### src/rtl/csw_pkg.sv
// Package of constants for the supervisor and watchdog block
package csw_pkg;

  // ---------------------------------------------------------------
  // Clock and timing
  // ---------------------------------------------------------------
  localparam longint CLK_HZ = 250_000_000;
  localparam longint CLK_NS = 4;

  localparam longint MR_MIN_NS = 1000;
  localparam int unsigned MR_MIN_CYC = 32'((MR_MIN_NS + CLK_NS - 1) / CLK_NS);
  localparam longint MR_GLITCH_NS = 35;
  localparam int unsigned MR_GLITCH_CYC = 32'(MR_GLITCH_NS / CLK_NS);

  localparam longint OSC_HZ = 32768;
  localparam longint OSC_FAIL_PERIODS = 30;
  localparam int unsigned OSC_FAIL_CYC = 32'((OSC_FAIL_PERIODS * CLK_HZ + OSC_HZ - 1) / OSC_HZ);

  localparam longint WD_LONG_MS = 1600;
  localparam longint WD_SHORT_MS = 200;
  localparam int unsigned WD_LONG_CYC = 32'(WD_LONG_MS * CLK_HZ / 1000);
  localparam int unsigned WD_SHORT_CYC = 32'(WD_SHORT_MS * CLK_HZ / 1000);

  localparam longint RST_TIMEOUT_MS = 150;
  localparam int unsigned RST_TIMEOUT_CYC = 32'(RST_TIMEOUT_MS * CLK_HZ / 1000);

  localparam longint BLINK_HALF_MS = 500;
  localparam int unsigned BLINK_HALF_CYC = 32'(BLINK_HALF_MS * CLK_HZ / 1000);

  localparam longint WRITE_COMPLETION_NS = 10000;
  localparam int unsigned WRITE_COMPLETION_CYC = 32'(WRITE_COMPLETION_NS / CLK_NS);

  // ---------------------------------------------------------------
  // Register map
  // ---------------------------------------------------------------
  localparam logic [7:0] CTRL_OFS = 8'h00;
  localparam logic [7:0] STAT_OFS = 8'h04;

  localparam int WD_PERIOD_POS = 2;
  localparam int WATCHDOG_ENABLE_BIT_POS = 3;
  localparam int BLINK_POS = 4;
  localparam int OSC_EN_POS = 6;
  localparam logic [7:0] CTRL_RST = 8'h48;

  localparam int OSC_FAIL_POS = 0;
  localparam int RST_ACTIVE_POS = 1;
  localparam int ON_BACKUP_POS = 2;

  localparam int PLAIN_PINS = 4;

endpackage

### src/rtl/csw_osc_mon.sv
// Slow oscillator loss detector
`timescale 1ns/10ps
`default_nettype none

module csw_osc_mon #(
  parameter int unsigned FAIL_CYC = csw_pkg::OSC_FAIL_CYC
) (
  input wire logic hclk,
  input wire logic hresetn,
  input wire logic osc_in,
  input wire logic enable,
  output logic fail
);

  typedef struct packed {
    logic s1;
    logic s2;
    logic prev;
    logic fail;
    logic [31:0] cnt;
  } csw_osc_t;

  csw_osc_t st_r;
  csw_osc_t st_nxt;

  // ---------------------------------------------------------------
  // Edge watch
  // ---------------------------------------------------------------
  always_comb
  begin
    st_nxt = st_r;
    st_nxt.s1 = osc_in;
    st_nxt.s2 = st_r.s1;
    st_nxt.prev = st_r.s2;
    if (!enable)
    begin
      st_nxt.cnt = 32'h0000_0000;
      st_nxt.fail = 1'b0;
    end
    else if (st_r.s2 != st_r.prev)
    begin
      st_nxt.cnt = 32'h0000_0000;
      st_nxt.fail = 1'b0;
    end
    else if (st_r.cnt >= FAIL_CYC - 1)
    begin
      st_nxt.fail = 1'b1;
    end
    else
    begin
      st_nxt.cnt = st_r.cnt + 32'h0000_0001;
    end
  end

  always_ff @(posedge hclk or negedge hresetn)
  begin
    if (!hresetn)
      st_r <= '{s1: 1'b0, s2: 1'b0, prev: 1'b0, fail: 1'b0, cnt: 32'h0000_0000};
    else
      st_r <= st_nxt;
  end

  assign fail = st_r.fail;

endmodule

`default_nettype wire

### src/rtl/csw_pin_filter.sv
// Pin synchroniser with a minimum-low-time filter
`timescale 1ns/10ps
`default_nettype none

module csw_pin_filter #(
  parameter int unsigned HOLD = 1
) (
  input wire logic hclk,
  input wire logic hresetn,
  input wire logic pin,
  output logic level
);

  typedef struct packed {
    logic s1;
    logic s2;
    logic out;
    logic [15:0] cnt;
  } csw_filt_t;

  csw_filt_t st_r;
  csw_filt_t st_nxt;

  // ---------------------------------------------------------------
  // Filter
  // ---------------------------------------------------------------
  // Highs pass at once; a low must last HOLD cycles, so short glitches die here
  always_comb
  begin
    st_nxt = st_r;
    st_nxt.s1 = pin;
    st_nxt.s2 = st_r.s1;
    if (st_r.s2)
    begin
      st_nxt.cnt = 16'h0000;
      st_nxt.out = 1'b1;
    end
    else if (32'(st_r.cnt) >= HOLD - 1)
    begin
      st_nxt.out = 1'b0;
    end
    else
    begin
      st_nxt.cnt = st_r.cnt + 16'h0001;
    end
  end

  always_ff @(posedge hclk or negedge hresetn)
  begin
    if (!hresetn)
      st_r <= '{s1: 1'b1, s2: 1'b1, out: 1'b1, cnt: 16'h0000};
    else
      st_r <= st_nxt;
  end

  assign level = st_r.out;

endmodule

`default_nettype wire

### src/rtl/csw_top.sv
// Processor supervisor: watchdog, reset timer, crystal check, backup flag, chip-enable gate
//
// The implementer's own choices: the placing of the registers and the AHB-Lite slave port.
`timescale 1ns/10ps
`default_nettype none

module csw_top #(
  parameter int unsigned WD_LONG_CYC = csw_pkg::WD_LONG_CYC,
  parameter int unsigned WD_SHORT_CYC = csw_pkg::WD_SHORT_CYC,
  parameter int unsigned RST_TIMEOUT_CYC = csw_pkg::RST_TIMEOUT_CYC,
  parameter int unsigned BLINK_HALF_CYC = csw_pkg::BLINK_HALF_CYC,
  parameter int unsigned OSC_FAIL_CYC = csw_pkg::OSC_FAIL_CYC,
  parameter int unsigned MR_MIN_CYC = csw_pkg::MR_MIN_CYC
) (
  input wire logic hclk,
  input wire logic hresetn,
  input wire logic hsel,
  input wire logic [31:0] haddr,
  input wire logic [1:0] htrans,
  input wire logic hwrite,
  input wire logic [2:0] hsize,
  input wire logic [31:0] hwdata,
  input wire logic hready,
  output logic hreadyout,
  output logic hresp,
  output logic [31:0] hrdata,
  input wire logic osc_in,
  input wire logic supply_ok,
  input wire logic vcc_below_batt,
  input wire logic manual_reset_n,
  input wire logic watchdog_kick_in,
  input wire logic ce_in_n,
  output logic ce_out_n,
  output logic reset_n_o,
  output logic reset_n_oe,
  output logic on_backup_supply_n_o,
  output logic on_backup_supply_n_oe,
  output logic serial_out_en
);

  // ---------------------------------------------------------------
  // State
  // ---------------------------------------------------------------
  typedef struct packed {
    logic watchdog_period_bit;
    logic watchdog_enable_bit;
    logic backup_indicator_blink_bit;
    logic osc_enable_bit;
    logic osc_failure_flag;
    logic wr_pend;
    logic [7:0] wr_addr;
    logic [31:0] rdata;
    logic rst_active;
    logic [31:0] rst_cnt;
    logic [31:0] wd_cnt;
    logic wd_prev;
    logic backup;
    logic blink_phase;
    logic [31:0] blink_cnt;
    logic rst_prev;
    logic ce_hold;
    logic [15:0] ce_cnt;
    logic ce_out_n;
  } csw_state_t;

  localparam csw_state_t ST_RST = '{
    watchdog_period_bit: csw_pkg::CTRL_RST[csw_pkg::WD_PERIOD_POS],
    watchdog_enable_bit: csw_pkg::CTRL_RST[csw_pkg::WATCHDOG_ENABLE_BIT_POS],
    backup_indicator_blink_bit: csw_pkg::CTRL_RST[csw_pkg::BLINK_POS],
    osc_enable_bit: csw_pkg::CTRL_RST[csw_pkg::OSC_EN_POS],
    osc_failure_flag: 1'b0,
    wr_pend: 1'b0,
    wr_addr: 8'h00,
    rdata: 32'h0000_0000,
    rst_active: 1'b1,
    rst_cnt: 32'h0000_0000,
    wd_cnt: 32'h0000_0000,
    wd_prev: 1'b0,
    backup: 1'b0,
    blink_phase: 1'b1,
    blink_cnt: 32'h0000_0000,
    rst_prev: 1'b1,
    ce_hold: 1'b0,
    ce_cnt: 16'h0000,
    ce_out_n: 1'b1
  };

  csw_state_t st_r;
  csw_state_t st_nxt;

  // ---------------------------------------------------------------
  // Pin conditioning
  // ---------------------------------------------------------------
  logic [csw_pkg::PLAIN_PINS-1:0] pin_raw;
  logic [csw_pkg::PLAIN_PINS-1:0] pin_s;
  logic mr_low_n;
  logic osc_fail;

  assign pin_raw = {ce_in_n, watchdog_kick_in, vcc_below_batt, supply_ok};

  genvar gi;
  generate
    for (gi = 0; gi < csw_pkg::PLAIN_PINS; gi = gi + 1)
    begin : g_pin
      csw_pin_filter #(
        .HOLD(1)
      ) u_sync (
        .hclk(hclk),
        .hresetn(hresetn),
        .pin(pin_raw[gi]),
        .level(pin_s[gi])
      );
    end
  endgenerate

  // Filter far longer than the glitch limit, so short lows never count
  csw_pin_filter #(
    .HOLD(MR_MIN_CYC)
  ) u_mr (
    .hclk(hclk),
    .hresetn(hresetn),
    .pin(manual_reset_n),
    .level(mr_low_n)
  );

  csw_osc_mon #(
    .FAIL_CYC(OSC_FAIL_CYC)
  ) u_osc (
    .hclk(hclk),
    .hresetn(hresetn),
    .osc_in(osc_in),
    .enable(st_r.osc_enable_bit),
    .fail(osc_fail)
  );

  logic supply_ok_s;
  logic below_batt_s;
  logic kick_s;
  logic ce_in_n_s;

  assign supply_ok_s = pin_s[0];
  assign below_batt_s = pin_s[1];
  assign kick_s = pin_s[2];
  assign ce_in_n_s = pin_s[3];

  // ---------------------------------------------------------------
  // Combinational terms
  // ---------------------------------------------------------------
  logic addr_acc;
  logic stat_read;
  logic kick_edge;
  logic [31:0] wd_limit;
  logic wd_expire;
  logic rst_source;
  logic [31:0] ctrl_word;
  logic [31:0] stat_word;

  assign addr_acc = hsel && htrans[1] && hready;
  assign stat_read = addr_acc && !hwrite && (haddr[7:0] == csw_pkg::STAT_OFS);
  // Kick edges only count outside reset
  assign kick_edge = (kick_s != st_r.wd_prev) && !st_r.rst_active;
  assign wd_limit = st_r.watchdog_period_bit ? WD_SHORT_CYC : WD_LONG_CYC;
  assign wd_expire = st_r.watchdog_enable_bit && !st_r.rst_active && !kick_edge
                     && (st_r.wd_cnt >= wd_limit - 1);
  assign rst_source = !supply_ok_s || !mr_low_n || wd_expire;

  always_comb
  begin
    ctrl_word = 32'h0000_0000;
    ctrl_word[csw_pkg::WD_PERIOD_POS] = st_r.watchdog_period_bit;
    ctrl_word[csw_pkg::WATCHDOG_ENABLE_BIT_POS] = st_r.watchdog_enable_bit;
    ctrl_word[csw_pkg::BLINK_POS] = st_r.backup_indicator_blink_bit;
    ctrl_word[csw_pkg::OSC_EN_POS] = st_r.osc_enable_bit;
    stat_word = 32'h0000_0000;
    stat_word[csw_pkg::OSC_FAIL_POS] = st_r.osc_failure_flag;
    stat_word[csw_pkg::RST_ACTIVE_POS] = st_r.rst_active;
    stat_word[csw_pkg::ON_BACKUP_POS] = st_r.backup;
  end

  // ---------------------------------------------------------------
  // Next state
  // ---------------------------------------------------------------
  always_comb
  begin
    st_nxt = st_r;

    // Bus: zero wait states, read data registered at the address phase
    st_nxt.wr_pend = addr_acc && hwrite;
    if (addr_acc)
    begin
      st_nxt.wr_addr = haddr[7:0];
    end
    if (addr_acc && !hwrite)
    begin
      if (haddr[7:0] == csw_pkg::CTRL_OFS)
        st_nxt.rdata = ctrl_word;
      else if (haddr[7:0] == csw_pkg::STAT_OFS)
        st_nxt.rdata = stat_word;
      else
        st_nxt.rdata = 32'h0000_0000;
    end
    if (st_r.wr_pend && (st_r.wr_addr == csw_pkg::CTRL_OFS))
    begin
      st_nxt.watchdog_period_bit = hwdata[csw_pkg::WD_PERIOD_POS];
      st_nxt.watchdog_enable_bit = hwdata[csw_pkg::WATCHDOG_ENABLE_BIT_POS];
      st_nxt.backup_indicator_blink_bit = hwdata[csw_pkg::BLINK_POS];
      st_nxt.osc_enable_bit = hwdata[csw_pkg::OSC_EN_POS];
    end

    // Any reset condition forces the long period; watchdog reset also disables
    if (rst_source || st_r.rst_active)
    begin
      st_nxt.watchdog_period_bit = 1'b0;
    end
    if (wd_expire)
    begin
      st_nxt.watchdog_period_bit = 1'b0;
      st_nxt.watchdog_enable_bit = 1'b0;
    end

    // Crystal flag: a new failure wins over the clearing read
    st_nxt.osc_failure_flag = (st_r.osc_failure_flag && !stat_read) || osc_fail;

    // Reset timer restarts while any source stays active
    if (rst_source)
    begin
      st_nxt.rst_active = 1'b1;
      st_nxt.rst_cnt = 32'h0000_0000;
    end
    else if (st_r.rst_active)
    begin
      if (st_r.rst_cnt >= RST_TIMEOUT_CYC - 1)
        st_nxt.rst_active = 1'b0;
      else
        st_nxt.rst_cnt = st_r.rst_cnt + 32'h0000_0001;
    end

    // Watchdog counter
    st_nxt.wd_prev = kick_s;
    if (st_r.rst_active || !st_r.watchdog_enable_bit || kick_edge || wd_expire)
      st_nxt.wd_cnt = 32'h0000_0000;
    else
      st_nxt.wd_cnt = st_r.wd_cnt + 32'h0000_0001;

    // Backup supply: enter only when below both levels, leave on supply good
    if (supply_ok_s)
      st_nxt.backup = 1'b0;
    else if (below_batt_s)
      st_nxt.backup = 1'b1;

    if (!st_r.backup || !st_r.backup_indicator_blink_bit)
    begin
      st_nxt.blink_cnt = 32'h0000_0000;
      st_nxt.blink_phase = 1'b1;
    end
    else if (st_r.blink_cnt >= BLINK_HALF_CYC - 1)
    begin
      st_nxt.blink_cnt = 32'h0000_0000;
      st_nxt.blink_phase = !st_r.blink_phase;
    end
    else
    begin
      st_nxt.blink_cnt = st_r.blink_cnt + 32'h0000_0001;
    end

    // Chip-enable gate
    st_nxt.rst_prev = st_r.rst_active;
    if (!st_r.rst_active)
    begin
      st_nxt.ce_hold = 1'b0;
      st_nxt.ce_out_n = ce_in_n_s;
    end
    else if (!st_r.rst_prev && !st_r.ce_out_n)
    begin
      st_nxt.ce_hold = 1'b1;
      st_nxt.ce_cnt = 16'h0000;
      st_nxt.ce_out_n = 1'b0;
    end
    else if (st_r.ce_hold)
    begin
      // Ends at the write's own rising edge or at the delay, whichever first
      if (ce_in_n_s || (32'(st_r.ce_cnt) >= csw_pkg::WRITE_COMPLETION_CYC - 1))
      begin
        st_nxt.ce_hold = 1'b0;
        st_nxt.ce_out_n = 1'b1;
      end
      else
      begin
        st_nxt.ce_cnt = st_r.ce_cnt + 16'h0001;
      end
    end
    else
    begin
      st_nxt.ce_out_n = 1'b1;
    end
  end

  always_ff @(posedge hclk or negedge hresetn)
  begin
    if (!hresetn)
      st_r <= ST_RST;
    else
      st_r <= st_nxt;
  end

  // ---------------------------------------------------------------
  // Outputs
  // ---------------------------------------------------------------
  assign hreadyout = 1'b1;
  assign hresp = 1'b0;
  assign hrdata = st_r.rdata;
  assign ce_out_n = st_r.ce_out_n;
  // Open-drain pins only ever pull low
  assign reset_n_o = 1'b0;
  assign reset_n_oe = st_r.rst_active;
  assign on_backup_supply_n_o = 1'b0;
  assign on_backup_supply_n_oe = st_r.backup && st_r.blink_phase;
  assign serial_out_en = !st_r.rst_active;

endmodule

`default_nettype wire

### config.mk
export PLATFORM = sky130hd
export DESIGN_NAME = csw_top
export DESIGN_NICKNAME = d
export VERILOG_FILES = /design/src/rtl/csw_pkg.sv /design/src/rtl/csw_osc_mon.sv /design/src/rtl/csw_pin_filter.sv /design/src/rtl/csw_top.sv
export SDC_FILE = /design/constraint.sdc
export NUM_CORES = 1
export LEC_CHECK = 0
export BUFFER_PORTS_ARGS = -buffer_cell sky130_fd_sc_hd__buf_2
export CAP_MARGIN = 20
export CORE_MARGIN = 4
export CORE_UTILIZATION = 60
export DETAILED_ROUTE_END_ITERATION = 6
export GPL_TIMING_DRIVEN = 1
export PLACE_DENSITY = 0.82
export SETUP_SLACK_MARGIN = 0.05
export SLEW_MARGIN = 10
export SYNTH_ARGS = -nofsm -noshare
export SYNTH_HDL_FRONTEND = slang
export SYNTH_HIERARCHICAL = 1
export SYNTH_SLANG_ARGS = --single-unit
### constraint.sdc
create_clock -name hclk -period 7.5 [get_ports hclk]
set_clock_uncertainty 0.05 [all_clocks]
set_input_delay 1.5 -clock hclk [delete_from_list [all_inputs] [get_ports hclk]]
set_output_delay 1.5 -clock hclk [all_outputs]
set_load 0.05 [all_outputs]
==> run summary, run 1 <==
status: completed
Crit-path slowest cell: a211o_1
die width: 139 um
register area share after synthesis: 50.6%
Hold Crit Depth: 0
worst min-delay path startpoint: g_pin[2].u_sync/st_r[17]
post-synth cell types: 75
fin area: 11100 sq um
Final ANT Viol Nets: 0
clock sinks: 206
Final min period: 3.50 ns
VDD IR max: 0.000188 V
initial antenna violation count: 0
Hold Slack: 0.303 ns
die height: 139 um
switching power total: 515 uW
Worst-Margin Slew: 0.971 ns
Initial Util: 61.6%
Layout Nets: 1120
drt first-iter violations: 540
Cell Chain, Critical Path: inv_1, ha_1, or4b_1, a2111oi_0, o31a_1, a211o_1, nor2_1
Yosys warning total: 6
Comb power frac: 4.9%
Area Overhead vs Synth: 8.55%
Tightest Hold Check Type: register to register
total wire length: 20.3 mm
fmax: 0.286 GHz
Worst R2R Start: ctrl_word[2]
Remaining DRCs: 0
H-tree depth: 1
Setup Total Neg Slack: 0 ns
Setup CP Type: register to register
startpoint types: register
vias in the first global route: 7521
Slew HR: 35.2%
first-pass iteration count of the detailed router: 5
Total GRT Usage: 20.9%
flops & latches, synth: 206
diodes inserted: 0
grt total ovfl: 0
layout cells sized above 1: 11.2%
Clock transition at path regs: 0.06 ns
IO buf count: 33
Hold Path End: g_pin[2].u_sync/level
worst-case clock buffer depth: 3
Post CTS Setup Buffer Count: 0
final hold vios: 0
Crit Path Max Fanout: 26
die area: 19200 sq um
clock network power share: 45.0%
WP data arrival: 3.78 ns
Worst path max stage delay: 0.71 ns
Inserted Clock Buffers: 21
leakage: 0.00466 uW
Cell Pwr Density: 207 nW/um^2
largest net degree at the start of global routing: 127
Post-Syn Area per Cell: 10.3 sq um
post-synthesis instance total: 993
Pint: 1790 uW
Worst Setup End Kind: register
Post-synth ARST share: 100%
CP required: 7.78 ns
Switching Share: 22.3%
RSZ-0062 raised after global routing: no
Reg2Reg Setup Slack: 4.00 ns
Hold-fix buffers, CTS: 0
delay-heaviest family, CP: compound AO/OA/AOI/OAI gates
post-DP HPWL: 13.2 mm
first-pass GRT wire length: 35.0 mm
Cell Rows: 47
RD Place Congestion: 0.846
fin crit share: 46.6%
TritonCTS clock tree: yes
core area: 16600 sq um
ys flop type: dfrtp_1
Reg2Reg Capture Point: st_r[111]
Post-synth EDFFs: 0
Placed Area: 10400 sq um
max-cap violations: 0
endpoints failing setup: 0
cell area after synthesis: 10200 sq um
# IOs: 120
Sequential Power Share: 50.1%
Yosys top cell by area: dfrtp_1
Buf+Inv Stages, Crit Path: 1
routed length per instance: 16.2 um
Clk Latency, worst-skew pair: 0.49 ns
clock root buffer: clkbuf_16
Via-to-Cell Ratio: 6.05
Reg2Reg Depth: 7
via count: 7573
top post-synthesis cells by area: dfrtp_1 (45%), dfstp_2 (5.4%), buf_4 (3.0%)
Synth top area share: 45.2%
Pins Over Slew Limit: 0
Resize count post-CTS: 0
## cell usage in the layout (no fill, tap or decap), types with 23 or more instances in the layout
cell type and n:
a21oi_1 39, and3_1 28, buf_2 32, conb_1 37, dfrtp_1 185, ha_1 23, inv_1 27, nand2_1 60
nand3_1 45, nand4_1 40, nor2_1 76, nor3_1 48, nor4_1 28, o21ai_0 25, o31ai_1 25, xnor2_1 31
xor2_1 29
## power groups by stage
stage / Sequential [uW] / Clock, uW / Combinational (uW)
CTS: 1160 / 1060 / 114
finish: 1160 / 1040 / 112
global route: 1160 / 1110 / 125
global placement: 1170 / 0 / 111
floorplan: 1170 / 0 / 89.4
detailed placement: 1180 / 0 / 113
## flip-flops by register name, indices dropped and copies added, names as in the netlist
name and flops:
g_pin.u_sync/st_r 4, u_osc/st_r 33, u_osc/fail 1, ce_out_n 1, ctrl_word 4, g_pin.u_sync/st_nxt 4, st_r 127, u_mr/st_nxt 1
g_pin.u_sync/level 4, hrdata 6, reset_n_oe 1, u_mr/st_r 17, u_osc/st_nxt 2, u_mr/level 1
## cells in the mapped netlist (3+ instances only)
cell         n
o21a_1      10
xor2_1      29
o21ai_0     25
o31ai_1     25
o31a_1       7
buf_2        9
nand2b_1     7
nor2b_1     12
nand3_1     45
or4_1       19
mux2_2       9
xnor2_1     31
nand2_1     60
and4_1      11
or3_1       21
dfstp_2     21
o311a_1      3
a22o_1       5
dfrtp_1    185
nor2_1      76
nand4b_1     5
buf_4       41
nor4_1      28
nor3_1      48
o2111ai_1    3
and3_1      28
or4b_1       3
o41ai_1      4
a31oi_1      3
nor3b_1      3
o211ai_1     4
a21oi_1     39
o21bai_1     3
a211oi_1     3
clkbuf_1    19
nand4_1     40
and2_1      10
ha_1        23
inv_1       27
mux2i_1      5
## cell families (layout without fill, tap and decap cells)
kind of cell    after synthesis  in the layout  synth area share, %
compound gates              161            161                 11.6
xor+xnor                     60             60                 5.13
fa+ha+maj                    23             23                 2.81
buf+inv                     100            103                 5.43
flops                       206            206                 50.6
mux                          14             14                 1.48
other cells                   2             37               0.0733
simple gates                427            427                 22.9
## layout make-up
cell class	count	area, sq um
Fill cell	1256	5520
Sequential cell	206	5180
Multi-Input combinational cell	722	4660
Clock buffer	33	611
Tap cell	220	275
Timing Repair Buffer	39	226
Inverter	27	101
Clock inverter	4	70.1
## how the worst max path moves through the flow
stage                     to          from  slack, ns  cells after the start
2_1_floorplan  serial_out_en    reset_n_oe       4.80                      2
3_3_place_gp       st_r[104]  ctrl_word[2]       4.11                      7
3_5_place_dp       st_r[111]  ctrl_word[2]       4.08                      7
4_1_cts            st_r[111]  ctrl_word[2]       4.04                      7
5_1_grt            st_r[110]  ctrl_word[2]       3.78                      7
6_report           st_r[111]  ctrl_word[2]       4.00                      7
## stage by stage
step | cells | util, % | setup WS, ns | power, uW
after floorplan | 1028 | - | 4.80 | 1260
after global placement | 1213 | 62.6 | 4.11 | 1290
final | 1251 | 66.8 | 4.00 | 2310
after global routing | 1251 | 66.8 | 3.78 | 2400
after detailed placement | 1213 | 62.6 | 4.08 | 1290
after CTS | 1250 | 66.7 | 4.04 | 2330
## routing by layer
metal  track usage [%]  up-vias  part of all wire, %
met1              29.0     3766                   45
met3              3.28       34                  4.1
met2              34.7      156                   49
li1                  -     3617                    -
met4              5.61        0                  2.0
met5                 0        -                    0
(Power assumes the default switching activity.)
==> run 2, diff against run 1 <==
--- a/config.mk
+++ b/config.mk
@@ -8,10 +8,10 @@
 export BUFFER_PORTS_ARGS = -buffer_cell sky130_fd_sc_hd__buf_2
 export CAP_MARGIN = 20
 export CORE_MARGIN = 4
-export CORE_UTILIZATION = 60
+export CORE_UTILIZATION = 53
 export DETAILED_ROUTE_END_ITERATION = 6
 export GPL_TIMING_DRIVEN = 1
-export PLACE_DENSITY = 0.82
+export PLACE_DENSITY = 0.76
 export SETUP_SLACK_MARGIN = 0.05
 export SLEW_MARGIN = 10
 export SYNTH_ARGS = -nofsm -noshare
==> constraint.sdc (replaced) <==
create_clock -name hclk -period 2.8 [get_ports hclk]
set_clock_uncertainty 0.05 [all_clocks]
set_input_delay 0.56 -clock hclk [delete_from_list [all_inputs] [get_ports hclk]]
set_output_delay 0.56 -clock hclk [all_outputs]
set_load 0.05 [all_outputs]
==> run 2 against run 1 <==
The run now ends with hold timing left. Combinational power rose to 2.8 times the previous value. Register-to-register slack got worse by 3.8 ns. Design area increased by 2.6%. Critical path depth down 1. Sequential share of layout area down 1.2 points. Fmax up 36%. Worst setup slack worse by 3.8 ns. Count of clock-buffer cells in the layout is 5 lower. Sequential power increased to 2.7 times the previous value. Non-clock buffer count rose by 14. Via count decreased by 0.62%. Largest cell class unchanged. Largest power group unchanged.
==> run summary, run 2 (synthesis results as in run 1) <==
Crit Path Max Fanout: 28
Crit-path slowest cell: or4_1
Clock transition at path regs: 0.07 ns
Regs by FF count: st_r (127), u_osc/st_r (33), u_mr/st_r (17)
grt total ovfl: 0
Buf+Inv Stages, Crit Path: 0
Reg2Reg Setup Slack: 0.24 ns
VDD IR max: 0.000484 V
Setup Total Neg Slack: 0 ns
Area Overhead vs Synth: 11.3%
die height: 147 um
clock network power share: 46.1%
post-DP HPWL: 13.6 mm
Pint: 4840 uW
Sequential Power Share: 48.9%
pre-CTS setup slack: 0.197 ns
RD Place Congestion: 0.836
Worst path max stage delay: 0.57 ns
leakage: 0.00478 uW
startpoint types: register
Cell Pwr Density: 556 nW/um^2
Inserted Clock Buffers: 23
Worst Setup End Kind: register
diodes inserted: 0
H-tree depth: 1
Remaining DRCs: 0
die area: 21600 sq um
fin crit share: 91.5%
CP required: 3.18 ns
delay-heaviest family, CP: compound AO/OA/AOI/OAI gates
die width: 147 um
endpoints failing setup: 0
status: complete, but fails checks
Setup CP Type: register to register
Hold Slack: -0.0136 ns
WP data arrival: 2.94 ns
Layout Nets: 1136
max reg flops: 127
vias in the first global route: 7349
first-pass iteration count of the detailed router: 4
Clk Latency, worst-skew pair: 0.51 ns
RSZ-0062 raised after global routing: no
Post CTS Setup Buffer Count: 0
Initial Util: 54.4%
failing checks: hold timing
first-pass GRT wire length: 34.6 mm
max-cap violations: 0
register area: 5180 sq um
Cell Chain, Critical Path: ha_1, a41o_1, a311oi_4, o211ai_4, or4_1, a21oi_1
largest net degree at the start of global routing: 69
Reg2Reg Depth: 6
drt first-iter violations: 374
register with the most flip-flops: st_r
Tightest Hold Check Type: primary input to async pin
# IOs: 120
Worst R2R Start: st_r[86]
IO buf count: 33
Comb power frac: 5.0%
Reg2Reg Capture Point: st_r[102]
via count: 7526
routed length per instance: 15.4 um
Final WS setup: 0.239 ns
TritonCTS clock tree: yes
fmax: 0.390 GHz
fill count: 1526
Final min period: 2.56 ns
layout cells sized above 1: 13.3%
Via-to-Cell Ratio: 5.75
Pins Over Slew Limit: 0
commonest non-fill, non-tap cells in the layout: dfrtp_1 (185), nor2_1 (76), nand2_1 (60), nor3_1 (48), nand3_1 (45)
worst-case clock buffer depth: 3
Multi-input gate area: 4670 sq um
switching power total: 1500 uW
clock sinks: 206
Switching Share: 23.7%
most common cell after layout, fill and taps aside: dfrtp_1
Slew HR: 55.8%
core area: 18800 sq um
Total GRT Usage: 18.6%
total wire length: 20.1 mm
Worst-Margin Slew: 0.661 ns
Cell Rows: 50
clock root buffer: clkbuf_16
initial antenna violation count: 0
final hold vios: 3
Final ANT Viol Nets: 0
Hold-fix buffers, CTS: 0
[run 2: changes by cell type in the layout (fill, tap and decap cells not counted), sizes merged]
cell / previous run / this run
bufinv: 2 / 1
clkinvlp: 0 / 2
clkinv: 2 / 9
inv: 27 / 29
clkbuf: 34 / 29
buf: 38 / 52
[run 2: through the flow]
| step | hold WS (ns) | total power, uW | instances | utilization [%] | cell area, sq um |
|---|---|---|---|---|---|
| finish | -0.0136 | 6340 | 1310 | 60.6 | 11400 |
| CTS | 0.00477 | 6410 | 1310 | 60.5 | 11400 |
| detailed placement | 0.297 | 3470 | 1268 | 56.5 | 10600 |
| global route | 0.0233 | 6570 | 1310 | 60.6 | 11400 |
| global placement | 0.295 | 3460 | 1267 | 56.5 | 10600 |
| floorplan | 0.214 | 3370 | 1028 | - | 10400 |
[run 2: worst register-to-register path, stage by stage (launching register included)]
cell and delay [ns]:
dfrtp_1 0.41, ha_1 0.27, a41o_1 0.29, a311oi_4 0.43, o211ai_4 0.30, or4_1 0.58, a21oi_1 0.15
[run 2: worst max-delay path by stage]
| stage | slack [ns] | to | cells past startpoint | start |
|---|---|---|---|---|
| after floorplan | 0.20 | st_r[107] | 9 | ctrl_word[2] |
| after global placement | 0.04 | st_r[81] | 7 | ctrl_word[2] |
| after detailed placement | 0.20 | st_r[60] | 8 | ctrl_word[2] |
| after CTS | 0.19 | u_osc/st_r[9] | 7 | u_osc/st_r[1] |
| after global routing | 0.07 | st_r[77] | 7 | st_r[67] |
| final | 0.24 | st_r[102] | 6 | st_r[86] |
[run 2: power by group through the flow]
stage	logic, uW	registers (uW)	clock network [uW]
floorplan	239	3130	0
global placement	314	3150	0
detailed placement	320	3150	0
CTS	321	3100	2990
global route	354	3100	3120
finish	316	3100	2920
[run 2: area by class of cell]
cell class	instances	area share [%]
sequential	206	45.4
clock buffer	28	5.49
tap	260	2.85
clock inverter	14	1.04
timing repair buffer	53	3.35
multi-input combinational	722	41.0
inverter	27	0.889
[run 2: metal layers]
layer | GRT usage (%) | wire length (um) | up-vias
met3 | 3.30 | 967 | 38
met2 | 30.1 | 9510 | 142
met5 | 0 | 0 | -
met1 | 25.9 | 9210 | 3685
met4 | 5.50 | 426 | 0
li1 | - | - | 3661
[run 2: repair_timing]
action,in CTS,in global routing
gates resized for setup,0,3
endpoints found under the setup margin,0,21
endpoints found under the hold margin,0,0
==> run 3, diff against run 2 <==
--- a/config.mk
+++ b/config.mk
@@ -7,14 +7,13 @@
 export LEC_CHECK = 0
 export BUFFER_PORTS_ARGS = -buffer_cell sky130_fd_sc_hd__buf_2
 export CAP_MARGIN = 20
-export CORE_MARGIN = 4
 export CORE_UTILIZATION = 53
 export DETAILED_ROUTE_END_ITERATION = 6
 export GPL_TIMING_DRIVEN = 1
-export PLACE_DENSITY = 0.76
+export PLACE_DENSITY = 0.77
 export SETUP_SLACK_MARGIN = 0.05
+export SKIP_LAST_GASP = 1
 export SLEW_MARGIN = 10
 export SYNTH_ARGS = -nofsm -noshare
 export SYNTH_HDL_FRONTEND = slang
-export SYNTH_HIERARCHICAL = 1
 export SYNTH_SLANG_ARGS = --single-unit
==> run 3 against run 2 <==
The flow now finishes without violations. Global-route usage up 2.4 points. Fmax up 1.0%. Critical path depth is 3 higher. Flip-flop and latch count stayed put. Area after synthesis shrank 4.8%. Final cell count fell by 5.0%. Sequential share of layout area rose by 1.8 points. Utilization is 0.27 points higher. Total power is 3.6% higher. Synthesized cell count down 4.1%. Critical endpoint is now st_r[59]. Largest cell class unchanged. Largest power group is now the clock network.
==> run summary, run 3 <==
Initial Util: 54.1%
Post-Syn Area per Cell: 10.2 sq um
Cell Rows: 49
Remaining DRCs: 0
Buf+Inv Stages, Crit Path: 3
core area: 18000 sq um
leakage: 0.00492 uW
crit-path most repeated cell: buf_4
Clk Latency, worst-skew pair: 0.49 ns
CP required: 3.16 ns
Yosys warning total: 0
pre-CTS setup slack: 0.183 ns
grt total ovfl: 0
top post-synthesis cells by area: dfrtp_1 (47%), dfstp_2 (5.7%), nor2_1 (5.4%)
flops & latches, synth: 206
Worst Setup End Kind: register
Regs by FF count: st_r (127), u_osc.st_r (33), u_mr.st_r (17)
most common cell after layout, fill and taps aside: dfrtp_1
Clock transition at path regs: 0.06 ns
Synth top area share: 47.4%
max reg flops: 127
routed length per instance: 15.1 um
Util after Layout: 60.8%
Total GRT Usage: 21.0%
startpoint types: register
Switching Share: 21.4%
clock root buffer: clkbuf_16
Setup CP Type: register to register
total wire length: 18.7 mm
initial antenna violation count: 1
post-DP HPWL: 12.7 mm
Post-synth top cells: dfrtp_1 (185), nor2_1 (140), nand3_1 (58)
H-tree depth: 1
layout cells sized above 1: 12.5%
max-cap violations: 0
Crit-path slowest cell: dfrtp_2
Pint: 5160 uW
Final min period: 2.54 ns
Inserted Clock Buffers: 23
fin crit share: 90.6%
die width: 138 um
most common cell in the netlist: dfrtp_1
first-pass GRT wire length: 31.9 mm
Post CTS Setup Buffer Count: 0
Comb power frac: 4.7%
Final WS setup: 0.264 ns
clock sinks: 206
drt first-iter violations: 363
RD Place Congestion: 0.842
Area Overhead vs Synth: 12.4%
delay-heaviest family, CP: compound AO/OA/AOI/OAI gates
endpoints failing setup: 0
TritonCTS clock tree: yes
status: completed
via count: 6934
Tightest Hold Check Type: primary input to async pin
Final ANT Viol Nets: 0
cell area after synthesis: 9760 sq um
Layout Nets: 1101
IO buf count: 33
dpl cells: 1202
Worst-Margin Slew: 0.661 ns
Post-synth EDFFs: 0
die area: 19000 sq um
# IOs: 120
Worst path max stage delay: 0.45 ns
fin area: 11000 sq um
final hold vios: 0
ys flop type: dfrtp_1
fmax: 0.394 GHz
Placed Area: 10200 sq um
post-synth cell types: 61
Post-synth ARST share: 100%
Pins Over Slew Limit: 0
vias in the first global route: 6687
register with the most flip-flops: st_r
clock network power share: 48.2%
RSZ-0062 raised after global routing: no
Setup Total Neg Slack: 0 ns
switching power total: 1410 uW
Worst R2R Start: ctrl_word[2]
Cell Pwr Density: 599 nW/um^2
WP data arrival: 2.89 ns
Reg2Reg Capture Point: st_r[59]
worst-case clock buffer depth: 3
Yosys top cell by area: dfrtp_1
Slew HR: 55.7%
post-synthesis instance total: 952
register area share after synthesis: 53.1%
Finished Layout Cells: 1244
VDD IR max: 0.000891 V
Reg2Reg Depth: 9
Via-to-Cell Ratio: 5.57
Crit Path Max Fanout: 30
Reg2Reg Setup Slack: 0.26 ns
Sequential Power Share: 47.2%
Cell Chain, Critical Path: buf_4, ha_1, a311o_1, a211o_1, a31oi_2, buf_4, nand2b_1, buf_4, nor2_1
commonest non-fill, non-tap cells in the layout: dfrtp_1 (184), nor2_1 (140), nand3_1 (58), xor2_1 (51), nand2_1 (46)
largest net degree at the start of global routing: 67
die height: 138 um
first-pass iteration count of the detailed router: 7
[run 3: worst max path at each step]
stage / start / endpoint / slack (ns) / cells past startpoint
2_1_floorplan: ctrl_word[2] / st_r[100] / 0.28 / 9
3_3_place_gp: ctrl_word[2] / st_r[58] / 0.26 / 10
3_5_place_dp: ctrl_word[2] / st_r[59] / 0.18 / 10
4_1_cts: ctrl_word[2] / st_r[59] / 0.12 / 10
5_1_grt: ctrl_word[2] / st_r[59] / 0.1 / 10
6_report: ctrl_word[2] / st_r[59] / 0.26 / 9
[run 3: stage by stage]
step                      hold slack [ns]  total power, uW
after floorplan                     0.214             3360
after global placement              0.293             3450
after detailed placement            0.297             3460
after CTS                          0.0224             6650
after global routing               0.0455             6800
final                              0.0153             6570
[run 3: per-layer routing]
metal / track usage [%] / vias to the layer above / share of wire, %
li1: - / 3364 / -
met1: 29.3 / 3401 / 46
met2: 34.3 / 138 / 48
met3: 3.13 / 31 / 4.4
met4: 5.37 / 0 / 1.8
met5: 0 / - / 0
[run 3: timing repair]
item,4_1_cts,5_1_grt
endpoints found under the setup margin,0,64
hold buffers,0,0
gates resized for setup,0,3
endpoints found under the hold margin,0,0
[run 3: cells by family after synthesis]
kind of cell / Yosys count / share of synthesized area [%]
adders and majority gates: 23 / 2.95
other: 2 / 0.0770
and+or+nand+nor: 420 / 21.9
muxes: 14 / 1.56
xor gates and xnor gates: 86 / 7.72
AOI/OAI and AO/OA: 109 / 7.63
DFF: 206 / 53.1
buffers and inverters: 92 / 5.03
[run 3: power groups by stage]
| stage | clock, uW | combinational, uW | sequential, uW |
|---|---|---|---|
| 2_1_floorplan | 0 | 227 | 3130 |
| 3_3_place_gp | 0 | 303 | 3150 |
| 3_5_place_dp | 0 | 312 | 3150 |
| 4_1_cts | 3230 | 313 | 3100 |
| 5_1_grt | 3350 | 344 | 3110 |
| 6_report | 3160 | 307 | 3100 |
[run 3: area by class of cell]
cell class | instances | area (sq um)
Inverter | 25 | 93.8
Fill cell | 1513 | 7060
Multi-Input combinational cell | 689 | 4230
Tap cell | 229 | 287
Sequential cell | 206 | 5180
Clock inverter | 7 | 160
Clock buffer | 34 | 637
Timing Repair Buffer | 53 | 374
Antenna cell | 1 | 2.50
